<file path="config.mk">
export PLATFORM = sky130hd
export DESIGN_NAME = ccp_pwm_top
export DESIGN_NICKNAME = d
export VERILOG_FILES = /design/src/rtl/ccp_pkg.sv /design/src/rtl/ccp_pwm_top.sv /design/src/rtl/ccp_timer.sv
export SDC_FILE = /design/constraint.sdc
export NUM_CORES = 1
export LEC_CHECK = 0
export BUFFER_PORTS_ARGS = -buffer_cell sky130_fd_sc_hd__buf_2
export CORE_UTILIZATION = 44
export DETAILED_ROUTE_END_ITERATION = 6
export HOLD_SLACK_MARGIN = 0.02
export MAX_ROUTING_LAYER = met4
export PLACE_DENSITY = 0.68
export RECOVER_POWER = 50
export SETUP_SLACK_MARGIN = 0.15
export SYNTH_ARGS = -nofsm -noshare
export SYNTH_HDL_FRONTEND = slang
export SYNTH_SLANG_ARGS = --single-unit
export TNS_END_PERCENT = 5
</file>
<file path="constraint.sdc">
create_clock -name SYS_CLK -period 7.3 [get_ports SYS_CLK]
set_input_delay 0 -clock SYS_CLK [delete_from_list [all_inputs] [get_ports SYS_CLK]]
set_output_delay 0 -clock SYS_CLK [all_outputs]
set_load 0.005 [all_outputs]
</file>
<file path="src/rtl/ccp_pkg.sv">
/*
   Shared constants for the capture/compare/PWM block: register offsets,
   field positions, reset values, unit modes and timing figures.
   Assumes a 32-bit APB slave with byte addresses in the low eight bits.
*/
package ccp_pkg;
   // register byte offsets
   localparam logic [7:0] OFF_UNIT1_CTRL = 8'h00;
   localparam logic [7:0] OFF_UNIT2_CTRL = 8'h04;
   localparam logic [7:0] OFF_UNIT1_VAL = 8'h08;
   localparam logic [7:0] OFF_UNIT2_VAL = 8'h0C;
   localparam logic [7:0] OFF_T1_CTRL = 8'h10;
   localparam logic [7:0] OFF_T3_CTRL = 8'h14;
   localparam logic [7:0] OFF_T2_CTRL = 8'h18;
   localparam logic [7:0] OFF_PERIOD = 8'h1C;
   localparam logic [7:0] OFF_FIRST_CAPTURE_TIMER = 8'h20;
   localparam logic [7:0] OFF_THIRD_CAPTURE_TIMER = 8'h24;
   localparam logic [7:0] OFF_PWM_PERIOD_TIMER = 8'h28;
   localparam logic [7:0] OFF_DEAD_BAND = 8'h2C;
   localparam logic [7:0] OFF_PIN_SEL = 8'h30;
   localparam logic [7:0] OFF_STATUS = 8'h34;
   localparam logic [7:0] OFF_MASK = 8'h38;
   localparam logic [7:0] OFF_LATCH = 8'h3C;

   // unit control fields
   localparam int MODE_LSB = 0;
   localparam int DC_LSB = 4;
   localparam int CFG_LSB = 6;
   // timer control fields
   localparam int TON_BIT = 0;
   localparam int TPRE_LSB = 1;
   localparam int T1_ASYNC_BIT = 3;
   localparam int T3_SEL1_BIT = 3;
   localparam int T3_SEL2_BIT = 4;
   localparam int T2_POST_LSB = 3;
   // status / mask bits
   localparam int ST_UNIT1 = 0;
   localparam int ST_UNIT2 = 1;
   localparam int ST_PWM_PERIOD_TIMER = 2;
   localparam int ST_ADC = 3;
   localparam int STATUS_W = 4;

   localparam logic PIN_SEL_RESET = 1'b1;

   // unit modes
   localparam logic [3:0] MODE_OFF = 4'h0;
   localparam logic [3:0] MODE_CAP_FALL = 4'h4;
   localparam logic [3:0] MODE_CAP_RISE = 4'h5;
   localparam logic [3:0] MODE_CAP_RISE4 = 4'h6;
   localparam logic [3:0] MODE_CAP_RISE16 = 4'h7;
   localparam logic [3:0] MODE_CMP_SET = 4'h8;
   localparam logic [3:0] MODE_CMP_CLR = 4'h9;
   localparam logic [3:0] MODE_CMP_SPECIAL = 4'hB;
   localparam logic [1:0] CLASS_CAP = 2'b01;
   localparam logic [1:0] CLASS_CMP = 2'b10;
   localparam logic [1:0] CLASS_PWM = 2'b11;
   localparam logic [3:0] CAP_LIM4 = 4'h3;
   localparam logic [3:0] CAP_LIM16 = 4'hF;

   typedef enum logic [1:0] {
      OUT_SINGLE = 2'b00,
      OUT_FULL_FWD = 2'b01,
      OUT_HALF = 2'b10,
      OUT_FULL_REV = 2'b11
   } out_cfg_t;

   // timing: one instruction cycle is four oscillator periods
   localparam int TOSC_NS = 50;
   localparam int INSTR_NS = 4 * TOSC_NS;
   localparam int INSTR_CLKS = INSTR_NS / TOSC_NS;
   localparam logic [1:0] PHASE_LAST = 2'(INSTR_CLKS - 1);
   localparam logic [3:0] T2_PRE4_LIM = 4'h3;
   localparam logic [3:0] T2_PRE16_LIM = 4'hF;
endpackage : ccp_pkg

</file>
<file path="src/rtl/ccp_pwm_top.sv">
/*
   Two capture/compare/PWM units with shared time bases, special event
   trigger, relocatable second-unit pin and enhanced four-output PWM.
   Assumes an APB master on SYS_CLK and synchronous pin inputs.
*/
// The APB interface to the registers and the placing of the registers were left to the implementer.
// What this block does
// [RULE_01] each unit's time base follows the timer-select bits of the third timer control
// [RULE_02] both units run together and may share one timer base
// [RULE_03] captures on units using the first timer are suppressed while it counts asynchronously
// [RULE_04] pin-select bit routes unit two to primary pin (1, default) or alternate
// [RULE_05] software sets the direction of whichever pin unit two uses
// [RULE_06] in capture, each unit picks first or third timer independently
// [RULE_07] compare special event resets the timer that unit uses
// [RULE_08] only unit two's special event starts an A/D conversion
// [RULE_09] two PWM units share the period timer, frequency and update
// [RULE_10] enhanced PWM gives outputs A to D with selectable polarity
// [RULE_11] output config field and mode field select output mode and polarity
// [RULE_12] enhanced control copies load only at the period boundary
// [RULE_13] dead-band working copy loads at first duty or period boundary; here duty_bound never fires, so it loads only at the period boundary
// [RULE_14] enhanced PWM waits for timer reset and lags one instruction cycle
// [RULE_15] period is (period register + 1) x 4 Tosc x prescale
// [RULE_16] at period match: clear timer, set output unless 0%, latch duty
// [RULE_17] postscaler only sets the update flag rate, not the frequency
// [RULE_18] software sets pin direction for every enhanced output used
// [RULE_19] output goes inactive when timer with fraction reaches latched duty
`timescale 1ns/1ps
`default_nettype none
module ccp_pwm_top
   import ccp_pkg::*;
(
   input wire logic SYS_CLK,
   input wire logic SYS_RST,
   input wire logic PSEL,
   input wire logic PENABLE,
   input wire logic PWRITE,
   input wire logic [7:0] PADDR,
   input wire logic [31:0] PWDATA,
   output logic [31:0] PRDATA,
   output logic PREADY,
   output logic PSLVERR,
   input wire logic CAPTURE1_IN,
   input wire logic CAPTURE2_PRI_IN,
   input wire logic CAPTURE2_ALT_IN,
   output logic PWM_OUT_A,
   output logic PWM_OUT_B,
   output logic PWM_OUT_C,
   output logic PWM_OUT_D,
   output logic SECOND_CCP_UNIT_PRI_OUT,
   output logic SECOND_CCP_UNIT_ALT_OUT,
   output logic AD_START,
   output logic IRQ
);
   logic [1:0] phase_q;
   logic tick;
   logic access;
   logic wr_en;
   logic rd_phase;
   logic [7:0] ctrl1_q;
   logic [5:0] ctrl2_q;
   logic [3:0] t1ctrl_q;
   logic [4:0] t3ctrl_q;
   logic [6:0] t2ctrl_q;
   logic [7:0] period_q;
   logic [6:0] dead_q;
   logic [6:0] dead_work_q;
   logic dead_pend_q;
   logic pin_sel_q;
   logic [STATUS_W-1:0] status_q;
   logic [STATUS_W-1:0] mask_q;
   logic [STATUS_W-1:0] status_set;
   logic [15:0] first_capture_timer;
   logic [15:0] third_capture_timer;
   logic [7:0] pwm_period_timer_q;
   logic [3:0] pre2_q;
   logic [3:0] pre2_lim;
   logic [3:0] post_q;
   logic t2_step;
   logic period_evt;
   logic [3:0] mode [2];
   logic [1:0] dc_bits [2];
   logic [15:0] val_q [2];
   logic [1:0] use_t3;
   logic [1:0] cap_in;
   logic [1:0] ev;
   logic [1:0] special;
   logic [1:0] cmp_out_q;
   logic [9:0] duty_latch_q [2];
   logic [1:0] pwm_lvl_q;
   logic clr1;
   logic clr3;
   out_cfg_t cfg_work_q;
   logic [1:0] pol_work_q;
   logic started_q;
   logic duty_bound;
   logic [3:0] chan;
   logic [3:0] lag_q [INSTR_CLKS-1];
   logic unit2_lvl;
   logic [31:0] rd_data;
   logic rd_hit;

   // instruction-cycle strobe: one SYS_CLK in four
   assign tick = (phase_q == PHASE_LAST);
   always_ff @(posedge SYS_CLK) begin
      if (SYS_RST) phase_q <= '0;
      else phase_q <= phase_q + 2'h1;
   end

   // APB: one wait state, write and read data at the edge PREADY is seen high
   assign access = PSEL && PENABLE;
   assign rd_phase = access && !PREADY;
   assign wr_en = access && PREADY && PWRITE;

   always_ff @(posedge SYS_CLK) begin
      if (SYS_RST) begin
         PREADY <= 1'b0;
         PRDATA <= '0;
         PSLVERR <= 1'b0;
      end else begin
         PREADY <= rd_phase;
         PSLVERR <= rd_phase && !rd_hit;
         // read data stands only in the cycle PREADY is high
         if (rd_phase && !PWRITE) PRDATA <= rd_data;
         else PRDATA <= '0;
      end
   end

   always_comb begin
      rd_data = '0;
      rd_hit = 1'b1;
      case (PADDR)
         OFF_UNIT1_CTRL: rd_data = 32'(ctrl1_q);
         OFF_UNIT2_CTRL: rd_data = 32'(ctrl2_q);
         OFF_UNIT1_VAL: rd_data = 32'(val_q[0]);
         OFF_UNIT2_VAL: rd_data = 32'(val_q[1]);
         OFF_T1_CTRL: rd_data = 32'(t1ctrl_q);
         OFF_T3_CTRL: rd_data = 32'(t3ctrl_q);
         OFF_T2_CTRL: rd_data = 32'(t2ctrl_q);
         OFF_PERIOD: rd_data = 32'(period_q);
         OFF_FIRST_CAPTURE_TIMER: rd_data = 32'(first_capture_timer);
         OFF_THIRD_CAPTURE_TIMER: rd_data = 32'(third_capture_timer);
         OFF_PWM_PERIOD_TIMER: rd_data = 32'(pwm_period_timer_q);
         OFF_DEAD_BAND: rd_data = 32'(dead_q);
         OFF_PIN_SEL: rd_data = 32'(pin_sel_q);
         OFF_STATUS: rd_data = 32'(status_q);
         OFF_MASK: rd_data = 32'(mask_q);
         OFF_LATCH: rd_data = {5'h00, dead_work_q, duty_latch_q[1], duty_latch_q[0]};
         default: rd_hit = 1'b0;
      endcase
   end

   // configuration registers
   always_ff @(posedge SYS_CLK) begin
      if (SYS_RST) begin
         ctrl1_q <= '0;
         ctrl2_q <= '0;
         t1ctrl_q <= '0;
         t3ctrl_q <= '0;
         t2ctrl_q <= '0;
         period_q <= '0;
         dead_q <= '0;
         pin_sel_q <= PIN_SEL_RESET; // RULE_04
         mask_q <= '0;
      end else if (wr_en) begin
         case (PADDR)
            OFF_UNIT1_CTRL: ctrl1_q <= PWDATA[7:0];
            OFF_UNIT2_CTRL: ctrl2_q <= PWDATA[5:0];
            OFF_T1_CTRL: t1ctrl_q <= PWDATA[3:0];
            OFF_T3_CTRL: t3ctrl_q <= PWDATA[4:0];
            OFF_T2_CTRL: t2ctrl_q <= PWDATA[6:0];
            OFF_PERIOD: period_q <= PWDATA[7:0];
            OFF_DEAD_BAND: dead_q <= PWDATA[6:0];
            OFF_PIN_SEL: pin_sel_q <= PWDATA[0];
            OFF_MASK: mask_q <= PWDATA[STATUS_W-1:0];
            default: ;
         endcase
      end
   end

   // time bases for capture and compare
   assign use_t3[0] = t3ctrl_q[T3_SEL1_BIT]; // RULE_01
   assign use_t3[1] = t3ctrl_q[T3_SEL2_BIT]; // RULE_06
   assign clr1 = |(special & ~use_t3); // RULE_07
   assign clr3 = |(special & use_t3); // RULE_07

   ccp_timer #(.W(16)) u_first_timer (
      .clk(SYS_CLK),
      .rst(SYS_RST),
      .tick(tick),
      .run(t1ctrl_q[TON_BIT]),
      .presc(t1ctrl_q[TPRE_LSB +: 2]),
      .clear(clr1),
      .load(wr_en && PADDR == OFF_FIRST_CAPTURE_TIMER),
      .load_val(PWDATA[15:0]),
      .count_q(first_capture_timer)
   );

   ccp_timer #(.W(16)) u_third_timer (
      .clk(SYS_CLK),
      .rst(SYS_RST),
      .tick(tick),
      .run(t3ctrl_q[TON_BIT]),
      .presc(t3ctrl_q[TPRE_LSB +: 2]),
      .clear(clr3),
      .load(wr_en && PADDR == OFF_THIRD_CAPTURE_TIMER),
      .load_val(PWDATA[15:0]),
      .count_q(third_capture_timer)
   );

   assign mode[0] = ctrl1_q[MODE_LSB +: 4];
   assign mode[1] = ctrl2_q[MODE_LSB +: 4];
   assign dc_bits[0] = ctrl1_q[DC_LSB +: 2];
   assign dc_bits[1] = ctrl2_q[DC_LSB +: 2];
   assign cap_in[0] = CAPTURE1_IN;
   assign cap_in[1] = pin_sel_q ? CAPTURE2_PRI_IN : CAPTURE2_ALT_IN; // RULE_04

   // per-unit capture/compare; both units run side by side
   for (genvar u = 0; u < 2; u++) begin : g_unit // RULE_02
      logic [15:0] base;
      logic prev_q;
      logic match_q;
      logic [3:0] cap_cnt_q;
      logic [3:0] cap_lim;
      logic edge_hit;
      logic blocked;
      logic is_cap;
      logic is_cmp;
      logic match;
      logic cap_fire;
      logic cmp_fire;
      logic [7:0] val_off;

      assign val_off = (u == 0) ? OFF_UNIT1_VAL : OFF_UNIT2_VAL;
      assign base = use_t3[u] ? third_capture_timer : first_capture_timer; // RULE_01
      assign is_cap = (mode[u][3:2] == CLASS_CAP);
      assign is_cmp = (mode[u][3:2] == CLASS_CMP);
      assign edge_hit = (mode[u] == MODE_CAP_FALL) ? (prev_q && !cap_in[u]) : (!prev_q && cap_in[u]);
      assign cap_lim = (mode[u] == MODE_CAP_RISE4) ? CAP_LIM4 :
                       (mode[u] == MODE_CAP_RISE16) ? CAP_LIM16 : 4'h0;
      // the asynchronous first timer cannot be sampled safely
      assign blocked = !use_t3[u] && t1ctrl_q[T1_ASYNC_BIT]; // RULE_03
      assign cap_fire = is_cap && edge_hit && (cap_cnt_q == cap_lim) && !blocked;
      assign match = is_cmp && (base == val_q[u]);
      // fire once on entering the match so a slow prescale cannot repeat it
      assign cmp_fire = match && !match_q;
      assign special[u] = cmp_fire && (mode[u] == MODE_CMP_SPECIAL); // RULE_07
      assign ev[u] = cap_fire || cmp_fire;

      always_ff @(posedge SYS_CLK) begin
         if (SYS_RST) begin
            prev_q <= 1'b0;
            match_q <= 1'b0;
            cap_cnt_q <= '0;
         end else begin
            prev_q <= cap_in[u];
            match_q <= match;
            if (!is_cap) cap_cnt_q <= '0;
            else if (is_cap && edge_hit) cap_cnt_q <= (cap_cnt_q == cap_lim) ? 4'h0 : cap_cnt_q + 4'h1;
         end
      end

      always_ff @(posedge SYS_CLK) begin
         if (SYS_RST) val_q[u] <= '0;
         else if (cap_fire) val_q[u] <= base;
         else if (wr_en && PADDR == val_off) val_q[u] <= PWDATA[15:0];
      end

      always_ff @(posedge SYS_CLK) begin
         if (SYS_RST) cmp_out_q[u] <= 1'b0;
         else if (!is_cmp) cmp_out_q[u] <= 1'b0;
         else if (cmp_fire && mode[u] == MODE_CMP_SET) cmp_out_q[u] <= 1'b1;
         else if (cmp_fire && mode[u] == MODE_CMP_CLR) cmp_out_q[u] <= 1'b0;
      end

      // duty latch and level; both units share one period timer
      always_ff @(posedge SYS_CLK) begin
         if (SYS_RST) begin
            duty_latch_q[u] <= '0;
            pwm_lvl_q[u] <= 1'b0;
         end else if (mode[u][3:2] != CLASS_PWM) begin
            pwm_lvl_q[u] <= 1'b0;
         end else if (period_evt) begin // RULE_09
            duty_latch_q[u] <= {val_q[u][7:0], dc_bits[u]}; // RULE_16
            pwm_lvl_q[u] <= ({val_q[u][7:0], dc_bits[u]} != 10'h000); // RULE_16
         end else if (11'({pwm_period_timer_q, phase_q}) + 11'h001 >= 11'(duty_latch_q[u])) begin
            // the level flop drops as the count steps onto the duty value, not one clock later
            pwm_lvl_q[u] <= 1'b0; // RULE_19
         end
      end
   end

   // period timer: counts instruction cycles through prescale 1, 4 or 16
   assign pre2_lim = (t2ctrl_q[TPRE_LSB +: 2] == 2'b00) ? 4'h0 :
                     (t2ctrl_q[TPRE_LSB +: 2] == 2'b01) ? T2_PRE4_LIM : T2_PRE16_LIM;
   assign t2_step = tick && t2ctrl_q[TON_BIT] && (pre2_q == pre2_lim); // RULE_15
   assign period_evt = t2_step && (pwm_period_timer_q == period_q); // RULE_15

   always_ff @(posedge SYS_CLK) begin
      if (SYS_RST) begin
         pwm_period_timer_q <= '0;
         pre2_q <= '0;
      end else begin
         if (tick && t2ctrl_q[TON_BIT]) pre2_q <= (pre2_q >= pre2_lim) ? 4'h0 : pre2_q + 4'h1;
         if (period_evt) pwm_period_timer_q <= '0; // RULE_16
         else if (t2_step) pwm_period_timer_q <= pwm_period_timer_q + 8'h01;
      end
   end

   // postscaler only paces the update flag
   always_ff @(posedge SYS_CLK) begin
      if (SYS_RST) post_q <= '0;
      else if (period_evt) post_q <= (post_q == t2ctrl_q[T2_POST_LSB +: 4]) ? 4'h0 : post_q + 4'h1; // RULE_17
   end

   // enhanced control copies and start gating
   always_ff @(posedge SYS_CLK) begin
      if (SYS_RST) begin
         cfg_work_q <= OUT_SINGLE;
         pol_work_q <= '0;
         started_q <= 1'b0;
      end else if (mode[0][3:2] != CLASS_PWM) begin
         started_q <= 1'b0;
      end else if (period_evt) begin
         cfg_work_q <= out_cfg_t'(ctrl1_q[CFG_LSB +: 2]); // RULE_12
         pol_work_q <= mode[0][1:0]; // RULE_11
         started_q <= 1'b1; // RULE_14
      end
   end

   assign duty_bound = pwm_lvl_q[0] && ({pwm_period_timer_q, phase_q} >= duty_latch_q[0]);

   // a new dead-band value waits for the period boundary; duty_bound never fires, as the level is already low when the count reaches duty
   always_ff @(posedge SYS_CLK) begin
      if (SYS_RST) begin
         dead_work_q <= '0;
         dead_pend_q <= 1'b0;
      end else begin
         if (dead_pend_q && (period_evt || duty_bound)) dead_work_q <= dead_q; // RULE_13
         if (wr_en && PADDR == OFF_DEAD_BAND) dead_pend_q <= 1'b1;
         else if (period_evt || duty_bound) dead_pend_q <= 1'b0;
      end
   end

   // active-sense of A..D for each output mode, then polarity
   always_comb begin
      chan = 4'h0;
      if (started_q) begin
         unique case (cfg_work_q) // RULE_10
            OUT_SINGLE: chan = {3'b000, pwm_lvl_q[0]};
            OUT_FULL_FWD: chan = {pwm_lvl_q[0], 2'b00, 1'b1};
            OUT_HALF: chan = {2'b00, !pwm_lvl_q[0], pwm_lvl_q[0]};
            OUT_FULL_REV: chan = {1'b0, 1'b1, pwm_lvl_q[0], 1'b0};
         endcase
      end
      // pol bit 1 inverts A and C, bit 0 inverts B and D
      chan = chan ^ {pol_work_q[0], pol_work_q[1], pol_work_q[0], pol_work_q[1]}; // RULE_10
   end

   // delay line plus output flop gives one instruction cycle of lag
   always_ff @(posedge SYS_CLK) begin
      if (SYS_RST) begin
         for (int i = 0; i < INSTR_CLKS - 1; i++) lag_q[i] <= '0;
      end else begin
         lag_q[0] <= chan; // RULE_14
         for (int i = 1; i < INSTR_CLKS - 1; i++) lag_q[i] <= lag_q[i-1];
      end
   end

   always_ff @(posedge SYS_CLK) begin
      if (SYS_RST) begin
         PWM_OUT_A <= 1'b0;
         PWM_OUT_B <= 1'b0;
         PWM_OUT_C <= 1'b0;
         PWM_OUT_D <= 1'b0;
      end else if (mode[0][3:2] == CLASS_PWM) begin
         PWM_OUT_A <= lag_q[INSTR_CLKS-2][0];
         PWM_OUT_B <= lag_q[INSTR_CLKS-2][1];
         PWM_OUT_C <= lag_q[INSTR_CLKS-2][2];
         PWM_OUT_D <= lag_q[INSTR_CLKS-2][3];
      end else begin
         PWM_OUT_A <= cmp_out_q[0];
         PWM_OUT_B <= 1'b0;
         PWM_OUT_C <= 1'b0;
         PWM_OUT_D <= 1'b0;
      end
   end

   // second unit: standard PWM or compare level, steered to one pin
   assign unit2_lvl = (mode[1][3:2] == CLASS_PWM) ? pwm_lvl_q[1] : cmp_out_q[1];
   always_ff @(posedge SYS_CLK) begin
      if (SYS_RST) begin
         SECOND_CCP_UNIT_PRI_OUT <= 1'b0;
         SECOND_CCP_UNIT_ALT_OUT <= 1'b0;
         AD_START <= 1'b0;
      end else begin
         SECOND_CCP_UNIT_PRI_OUT <= pin_sel_q && unit2_lvl; // RULE_04
         SECOND_CCP_UNIT_ALT_OUT <= !pin_sel_q && unit2_lvl; // RULE_04
         AD_START <= special[1]; // RULE_08
      end
   end

   // sticky status, write one to clear; a new event beats the clear
   assign status_set[ST_UNIT1] = ev[0];
   assign status_set[ST_UNIT2] = ev[1];
   assign status_set[ST_PWM_PERIOD_TIMER] = period_evt && (post_q == t2ctrl_q[T2_POST_LSB +: 4]); // RULE_17
   assign status_set[ST_ADC] = special[1]; // RULE_08

   always_ff @(posedge SYS_CLK) begin
      if (SYS_RST) status_q <= '0;
      else if (wr_en && PADDR == OFF_STATUS) status_q <= (status_q & ~PWDATA[STATUS_W-1:0]) | status_set;
      else status_q <= status_q | status_set;
   end

   always_ff @(posedge SYS_CLK) begin
      if (SYS_RST) IRQ <= 1'b0;
      else IRQ <= |(status_q & mask_q);
   end
endmodule : ccp_pwm_top
`default_nettype wire

</file>
<file path="src/rtl/ccp_timer.sv">
/*
   Prescaled up-counter used for the two capture/compare time bases.
   Assumes tick is a one-cycle strobe once per instruction cycle.
*/
`timescale 1ns/1ps
`default_nettype none
module ccp_timer #(
   parameter int W = 16
) (
   input wire logic clk,
   input wire logic rst,
   input wire logic tick,
   input wire logic run,
   input wire logic [1:0] presc,
   input wire logic clear,
   input wire logic load,
   input wire logic [W-1:0] load_val,
   output logic [W-1:0] count_q
);
   logic [2:0] pre_q;
   logic [2:0] lim;

   // prescale of 1, 2, 4 or 8
   assign lim = 3'((4'h1 << presc) - 4'h1);

   always_ff @(posedge clk) begin
      if (rst) begin
         count_q <= '0;
         pre_q <= '0;
      end else if (load) begin
         count_q <= load_val;
         pre_q <= '0;
      end else if (clear) begin
         count_q <= '0;
         pre_q <= '0;
      end else if (tick && run) begin
         if (pre_q >= lim) begin
            pre_q <= '0;
            count_q <= count_q + W'(1);
         end else begin
            pre_q <= pre_q + 3'h1;
         end
      end
   end
endmodule : ccp_timer
`default_nettype wire

</file>
==> run_results.csv, run 1 <==
group,metric,value,unit
status,status,"finished, violations left",
status,violations,"negative hold slack, max-capacitance violations, max-slew violations",
pwr,seq_power_share,48.4,%
routing,drtIter0Drc,1488,
placed_design,postPlaceCellArea,13260,um2
yosys,ys_top_cells_by_count,"dfxtp_1, nand2_1, a21oi_1, nor2_1, nand3_1",
global_routing,antenna_found_initial,2,
global_routing,grt_pass1_wl,59760,um
global_routing,grt_max_degree,80,
timing,rsz0062_at_grt,"no",
cts,cts_hold_buf,23,
cells_and_area,area_growth,12.87,%
yosys,synth_async_sr_flop_share,0,%
yosys,synth_area,12700,um2
floorplanning,core_area,28090,um2
timing,setup_tns,0,ns
placed_design,dp_hpwl,27580,um
worst_setup_path,crit_fanout,79,
placed_design,portBuffers,68,
global_routing,grt_use_total,27.10,%
cts,postCtsSetupRepairBufs,0,
worst_setup_path,worstSetupStartpointType,"input port",
routing,drt_wl_total,38970,um
placed_design,globalplace.congestion,0.9592,
worst_setup_path,cp.required,7.70,ns
pwr,power_density,199.1,nW/um2
cells_and_area,final_layout_size_suffix_gt1_share,8.350,%
timing,fmax,208.8,MHz
timing,timing_hold_violations_final,1,
timing,relSlewSlack,-135.4,%
floorplanning,die-area,29550,um2
pwr,clkPwrFrac,47.8,%
cts,clk_pin_slew,0.06,ns
global_routing,grt_overflow,0,
floorplanning,rows,61,
timing,slew_violations,80,
pwr,switching_share,22.68,%
timing,period_share,65.60,%
cts,htree_num_levels,1,
cells_and_area,final_nets,1587,
yosys,synth.most_common_cell,"dfxtp_1",
global_routing,grt_pass1_vias,10624,
worst_setup_path,crit_type,"input port to register",
yosys,synth_ff_type,"dfxtp_1",
yosys,yosysSeqAreaShare,41.92,%
timing,tightest_slew,3.531,ns
pwr,switchingPower,0.0006475,W
yosys,syn_area_per_cell,8.761,um2
floorplanning,die_x,171.9,um
routing,antenna_left,0,
yosys,synth_cells,1450,
yosys,ys_ff_latch,240,
routing,top_layer_used,"met4",
yosys,synth_top_cell_by_area,"dfxtp_1",
yosys,synth_top_area_share,29.63,%
routing,vias_per_cell,6.090,
cts,cts_tree,"done",
yosys,yosys_warnings,0,
routing,met2WireLength,17260,um
routing,dr_wl_met3,3931,um
pwr,power.internal,0.002208,W
pwr,combPwrFrac,3.9,%
yosys,synth_edf_count,52,
cells_and_area,finish.instance_area,14340,um2
cts,ctsResizeCount,0,
min_path,hold_class,"input port to register",
cts,clk_latency,0.54,ns
pwr,leakagePower,5.041,nW
yosys,synth.area.top_cells,"dfxtp_1, edfxtp_1, ha_1, nand2_1, a21oi_1",
timing,setup_viol,0,
cells_and_area,n_fill_cell,2693,
timing,finClkSkew,0.01275,ns
routing,drt_pass1_iterations,7,
routing,num_vias,11498,
worst_setup_path,worst_ep_arrival_time,5.19,ns
timing,finalCriticalPeriod,4.789,ns
cells_and_area,post-route-util,51.05,%
timing,hold_slack,-0.01877,ns
routing,drc_errors,0,
cts,clockRootBuffer,"clkbuf_16",
floorplanning,die_h,171.9,um
routing,wl_per_cell,20.64,um
floorplanning,initial_core_util,45.23,%
worst_setup_path,critPathCaptureType,"register",
yosys,synth_cell_types,66,
cts,cts_buffer_depth,3,
cts,numCtsBuffers,28,
floorplanning,io_pins,90,
cts,clock_sinks,240,
routing,wl_met1,16450,um
pwr,vdd_drop_max,0.1607,mV
job,maxCapViolCount,1,
logic make-up (layout without fill, tap and decap cells):
kind of cell | count (synthesis) | in the layout | synth area share [%]
mux | 48 | 48 | 3.821
flops | 240 | 240 | 41.92
compound gates | 321 | 321 | 16.62
xor+xnor | 85 | 85 | 5.860
other cells | 1 | 6 | 0.02952
fa+ha+maj | 51 | 51 | 5.023
buf+inv | 141 | 196 | 4.619
simple gates | 563 | 563 | 22.11
area by class of cell:
type	count	area [um2]	share of cell area, %
inverters	36	135.1	0.9424
clock inverters	16	135.1	0.9424
well taps	378	473.0	3.298
diodes	1	2.502	0.01745
multi-input cells	1073	6847	47.75
repair buffers	109	663.1	4.625
clock buffers	35	758.2	5.288
flip-flops and latches	240	5325	37.14
path summary, 6_finish.rpt:
check                 endpoint  slack [ns]  depth (start not counted)        start
hold reg to reg      PWM_OUT_B        0.42                          1  lag_q[0][9]
hold / removal         PSLVERR       -0.02                          3     PADDR[6]
setup reg to reg  pwm_lvl_q[1]        3.50                          9   phase_q[0]
setup / recovery  pwm_lvl_q[0]        2.51                          7      SYS_RST
metrics by stage:
step | total power [W] | hold WS (ns) | setup WS, ns | instances
floorplan | 0.001463 | 0.09639 | 4.582 | 1454
global placement | 0.001506 | 0.2452 | 3.668 | 1813
detailed placement | 0.001508 | 0.2651 | 3.590 | 1813
CTS | 0.002871 | 0.02990 | 3.524 | 1887
global route | 0.002941 | 0.06698 | 1.954 | 1888
finish | 0.002855 | -0.01877 | 2.511 | 1888
registers in the layout (all words and copies together) (netlist names), 5 cells and up:
signal,flops
val_q,32
duty_latch_q,20
period_q,8
dead_work_q,7
PRDATA,27
lag_q,12
ctrl1_q,8
pwm_period_timer_q,8
ctrl2_q,6
t3ctrl_q,5
dead_q,7
g_unit.cap_cnt_q,8
t2ctrl_q,7
u_third_timer.count_q,16
u_first_timer.count_q,16
power groups by stage:
stage / registers (W) / logic (W) / clock network, W
after floorplan: 0.00140 / 0.0000610 / 0
after global placement: 0.00141 / 0.0000975 / 0
after detailed placement: 0.00141 / 0.0000992 / 0
after CTS: 0.00138 / 0.000109 / 0.00138
after global routing: 0.00138 / 0.000118 / 0.00144
final: 0.00138 / 0.000110 / 0.00136
cell usage in the layout (no fill, tap or decap), drive strengths merged, types with 47 or more instances in the layout:
| cell type | instances |
|---|---|
| dfxtp | 188 |
| nand2 | 158 |
| a21oi | 112 |
| nor2 | 105 |
| nand3 | 88 |
| clkbuf | 66 |
| buf | 55 |
| edfxtp | 52 |
| o21ai | 51 |
| ha | 51 |
| xnor2 | 50 |
| mux2i | 47 |
metal layers:
layer  vias up  GRT usage (%)
met5         -              -
met4         0          9.658
met3       113          4.166
met2       627          41.01
met1      5451          36.65
li1       5307              -
critical path, stage by stage:
cell and delay, ns:
dlygate4sd3_1 0.54, buf_4 0.34, clkbuf_1 2.52, nor2_1 0.95, and2_1 0.52, o41ai_1 0.10
o41ai_1 0.13
No activity file was read; power rests on OpenSTA's default activity.
==> inputs of run 2 (changes only) <==
PLACE_DENSITY = 0.71   (was 0.68)
clock period = 4.2 ns   (was 7.3 ns; I/O delays follow)
==> run 2 against run 1 <==
  * The run ends with design-rule violations, max-capacitance violations, max-slew violations left
  * Hold slack better by 0.062 ns
  * Combinational power increased by 75%
  * Total power up 85%
  * Setup slack got worse by 2.2 ns
  * Routed wire length increased by 0.52%
  * Core utilization rose by 0.71 points
  * Final area is 1.4% higher
  * Clock power is 99% higher
  * Non-clock buffer count up 13
  * Clock skew rose by 0.0057 ns
  * Sequential share of layout area shrank 0.51 points
==> run_results.csv, run 2 (same netlist as run 1, synthesis figures left out) <==
group,metric,value,unit
status,status,"finished, violations left",
status,violations,"design-rule violations, max-capacitance violations, max-slew violations",
cells_and_area,final_common_cell,"dfxtp_1",
routing,wl_per_cell,20.62,um
cts,clock_sinks,240,
timing,finClkSkew,0.01844,ns
worst_setup_path,crit_type,"register to register",
global_routing,grt_overflow,0,
worst_setup_path,critPathCaptureType,"register",
worst_setup_path,worst_ep_arrival_time,4.32,ns
timing,relSlewSlack,-13.55,%
global_routing,grt_max_degree,64,
placed_design,globalplace.congestion,0.9807,
placed_design,dp_hpwl,27760,um
worst_setup_path,worstReg2RegStart,"t3ctrl_q[3]",
worst_setup_path,crit_fanout,17,
cells_and_area,largest_register_ffs,32,
routing,drt_wl_total,39170,um
placed_design,dp.cells,1824,
floorplanning,io_pins,90,
routing,drtIter0Drc,1391,
cells_and_area,final_nets,1600,
routing,drt_pass1_iterations,7,
pwr,power_density,363.9,nW/um2
worst_setup_path,crit_family,"compound AO/OA/AOI/OAI gates",
cells_and_area,final_cell_mix,"dfxtp_1, nand2_1, a21oi_1, nor2_1, nand3_1",
worst_setup_path,reg2reg_to,"u_first_timer.count_q[13]",
job,maxCapViolCount,1,
timing,rsz0062_at_grt,"no",
cells_and_area,top_register,"val_q",
floorplanning,die_h,171.9,um
floorplanning,initial_core_util,45.23,%
min_path,hold-path-cell-count,6,
cells_and_area,final_cells,1900,
global_routing,grt_pass1_wl,60650,um
global_routing,antenna_found_initial,0,
pwr,leakagePower,5.148,nW
cells_and_area,multi_input_area,6824,um2
worst_setup_path,worstSetupStartpointType,"register",
worst_setup_path,crit_path_cell_trace,"clkbuf_1 > mux2i_1 > xnor2_1 > a2111oi_0 > nand4_1 > o32ai_4 > or3_1 > a21oi_1 > a211oi_1",
floorplanning,die_x,171.9,um
timing,finalCriticalPeriod,3.850,ns
cts,clk_latency,0.56,ns
floorplanning,rows,61,
cts,numCtsBuffers,28,
cells_and_area,largestRegisters,"val_q: 32 flops, PRDATA: 27 flops, duty_latch_q: 20 flops",
cells_and_area,antennaDiodeCount,0,
cells_and_area,area_growth,14.45,%
min_path,hold_class,"input port to register",
min_path,holdCritStartpoint,"CAPTURE2_PRI_IN",
cells_and_area,post-route-util,51.76,%
worst_setup_path,cp.required,4.67,ns
worst_setup_path,r2r_setup_slack,0.35,ns
routing,num_vias,11578,
timing,period_share,91.68,%
timing,slew_violations,36,
pwr,vdd_drop_max,0.2806,mV
placed_design,portBuffers,68,
worst_setup_path,crit_slowest_cell,"dfxtp_1",
floorplanning,die-area,29550,um2
worst_setup_path,timing.critical_path.buf_inv,1,
timing,tightest_slew,1.703,ns
cts,htree_num_levels,1,
cts,cts_tree,"done",
routing,vias_per_cell,6.094,
timing,setup_viol,0,
timing,fmax,259.7,MHz
cts,ctsResizeCount,0,
worst_setup_path,r2r_cells,9,
cts,cts_buffer_depth,3,
routing,antenna_left,0,
cts,clockRootBuffer,"clkbuf_16",
global_routing,grt_pass1_vias,10743,
min_path,holdPathEnd,"g_unit[1].cap_cnt_q[1]",
cells_and_area,final_layout_size_suffix_gt1_share,8.739,%
timing,setup_tns,0,ns
pwr,power,0.005290,W
worst_setup_path,critPathMaxStageDelay,0.63,ns
cells_and_area,regArea,5325,um2
floorplanning,core_area,28090,um2
cts,clk_pin_slew,0.06,ns
global_routing,grt_use_total,27.48,%
timing,timing_hold_violations_final,0,
routing,drc_errors,9,
cells_and_area,n_fill_cell,2688,
run 2: worst max path at each step:
| stage | from | end | slack (ns) | cells after the start |
|---|---|---|---|---|
| after global placement | t3ctrl_q[4] | u_first_timer.count_q[7] | 0.77 | 9 |
| after floorplan | t2ctrl_q[1] | duty_latch_q[1][0] | 1.48 | 8 |
| after CTS | t2ctrl_q[1] | dead_work_q[4] | 0.63 | 10 |
| after detailed placement | t2ctrl_q[1] | dead_work_q[4] | 0.65 | 10 |
| after global routing | t3ctrl_q[3] | u_first_timer.count_q[8] | 0.19 | 9 |
| final | t3ctrl_q[3] | u_first_timer.count_q[13] | 0.35 | 9 |
run 2: report_power, final:
group          total (W)  switching, W  internal, W
registers        0.00240     0.0000248      0.00237
clock network    0.00270       0.00101      0.00169
logic           0.000192      0.000125    0.0000679
run 2: layer usage:
metal	GRT usage, %	routed length [um]	vias up
met1	36.70	16020	5474
met3	4.463	4235	116
met5	-	0	-
met4	9.658	1364	0
li1	-	-	5319
met2	42.04	17550	669
run 2: cell type report:
type / instances / share of cell area [%]
clock inverters: 13 / 1.403
well taps: 378 / 3.253
inverters: 36 / 0.9294
clock buffers: 38 / 5.714
flip-flops and latches: 240 / 36.63
multi-input cells: 1073 / 46.94
repair buffers: 122 / 5.138
run 2: stage by stage:
stage	area (um2)	hold slack, ns	worst slack (ns)
3_3_place_gp	13330	0.2468	0.7701
6_report	14540	0.04307	0.3495
4_1_cts	14620	0.03724	0.6341
5_1_grt	14540	0.1457	0.1915
3_5_place_dp	13330	0.2784	0.6492
2_1_floorplan	12720	0.09639	1.482
run 2: worst min-delay path: cells and delay by family:
kind                   cells  cell delay (ns)
AND/OR/NAND/NOR            3             0.25
buffers and inverters      1             0.07
multiplexers               2             0.23
run 2: what timing repair did:
| item | in CTS | in global routing |
|---|---|---|
| buffers inserted | 0 | 0 |
| hold buffers | 25 | 0 |
| setup endpoints to repair | 0 | 0 |
| endpoints found under the hold margin | 110 | 0 |
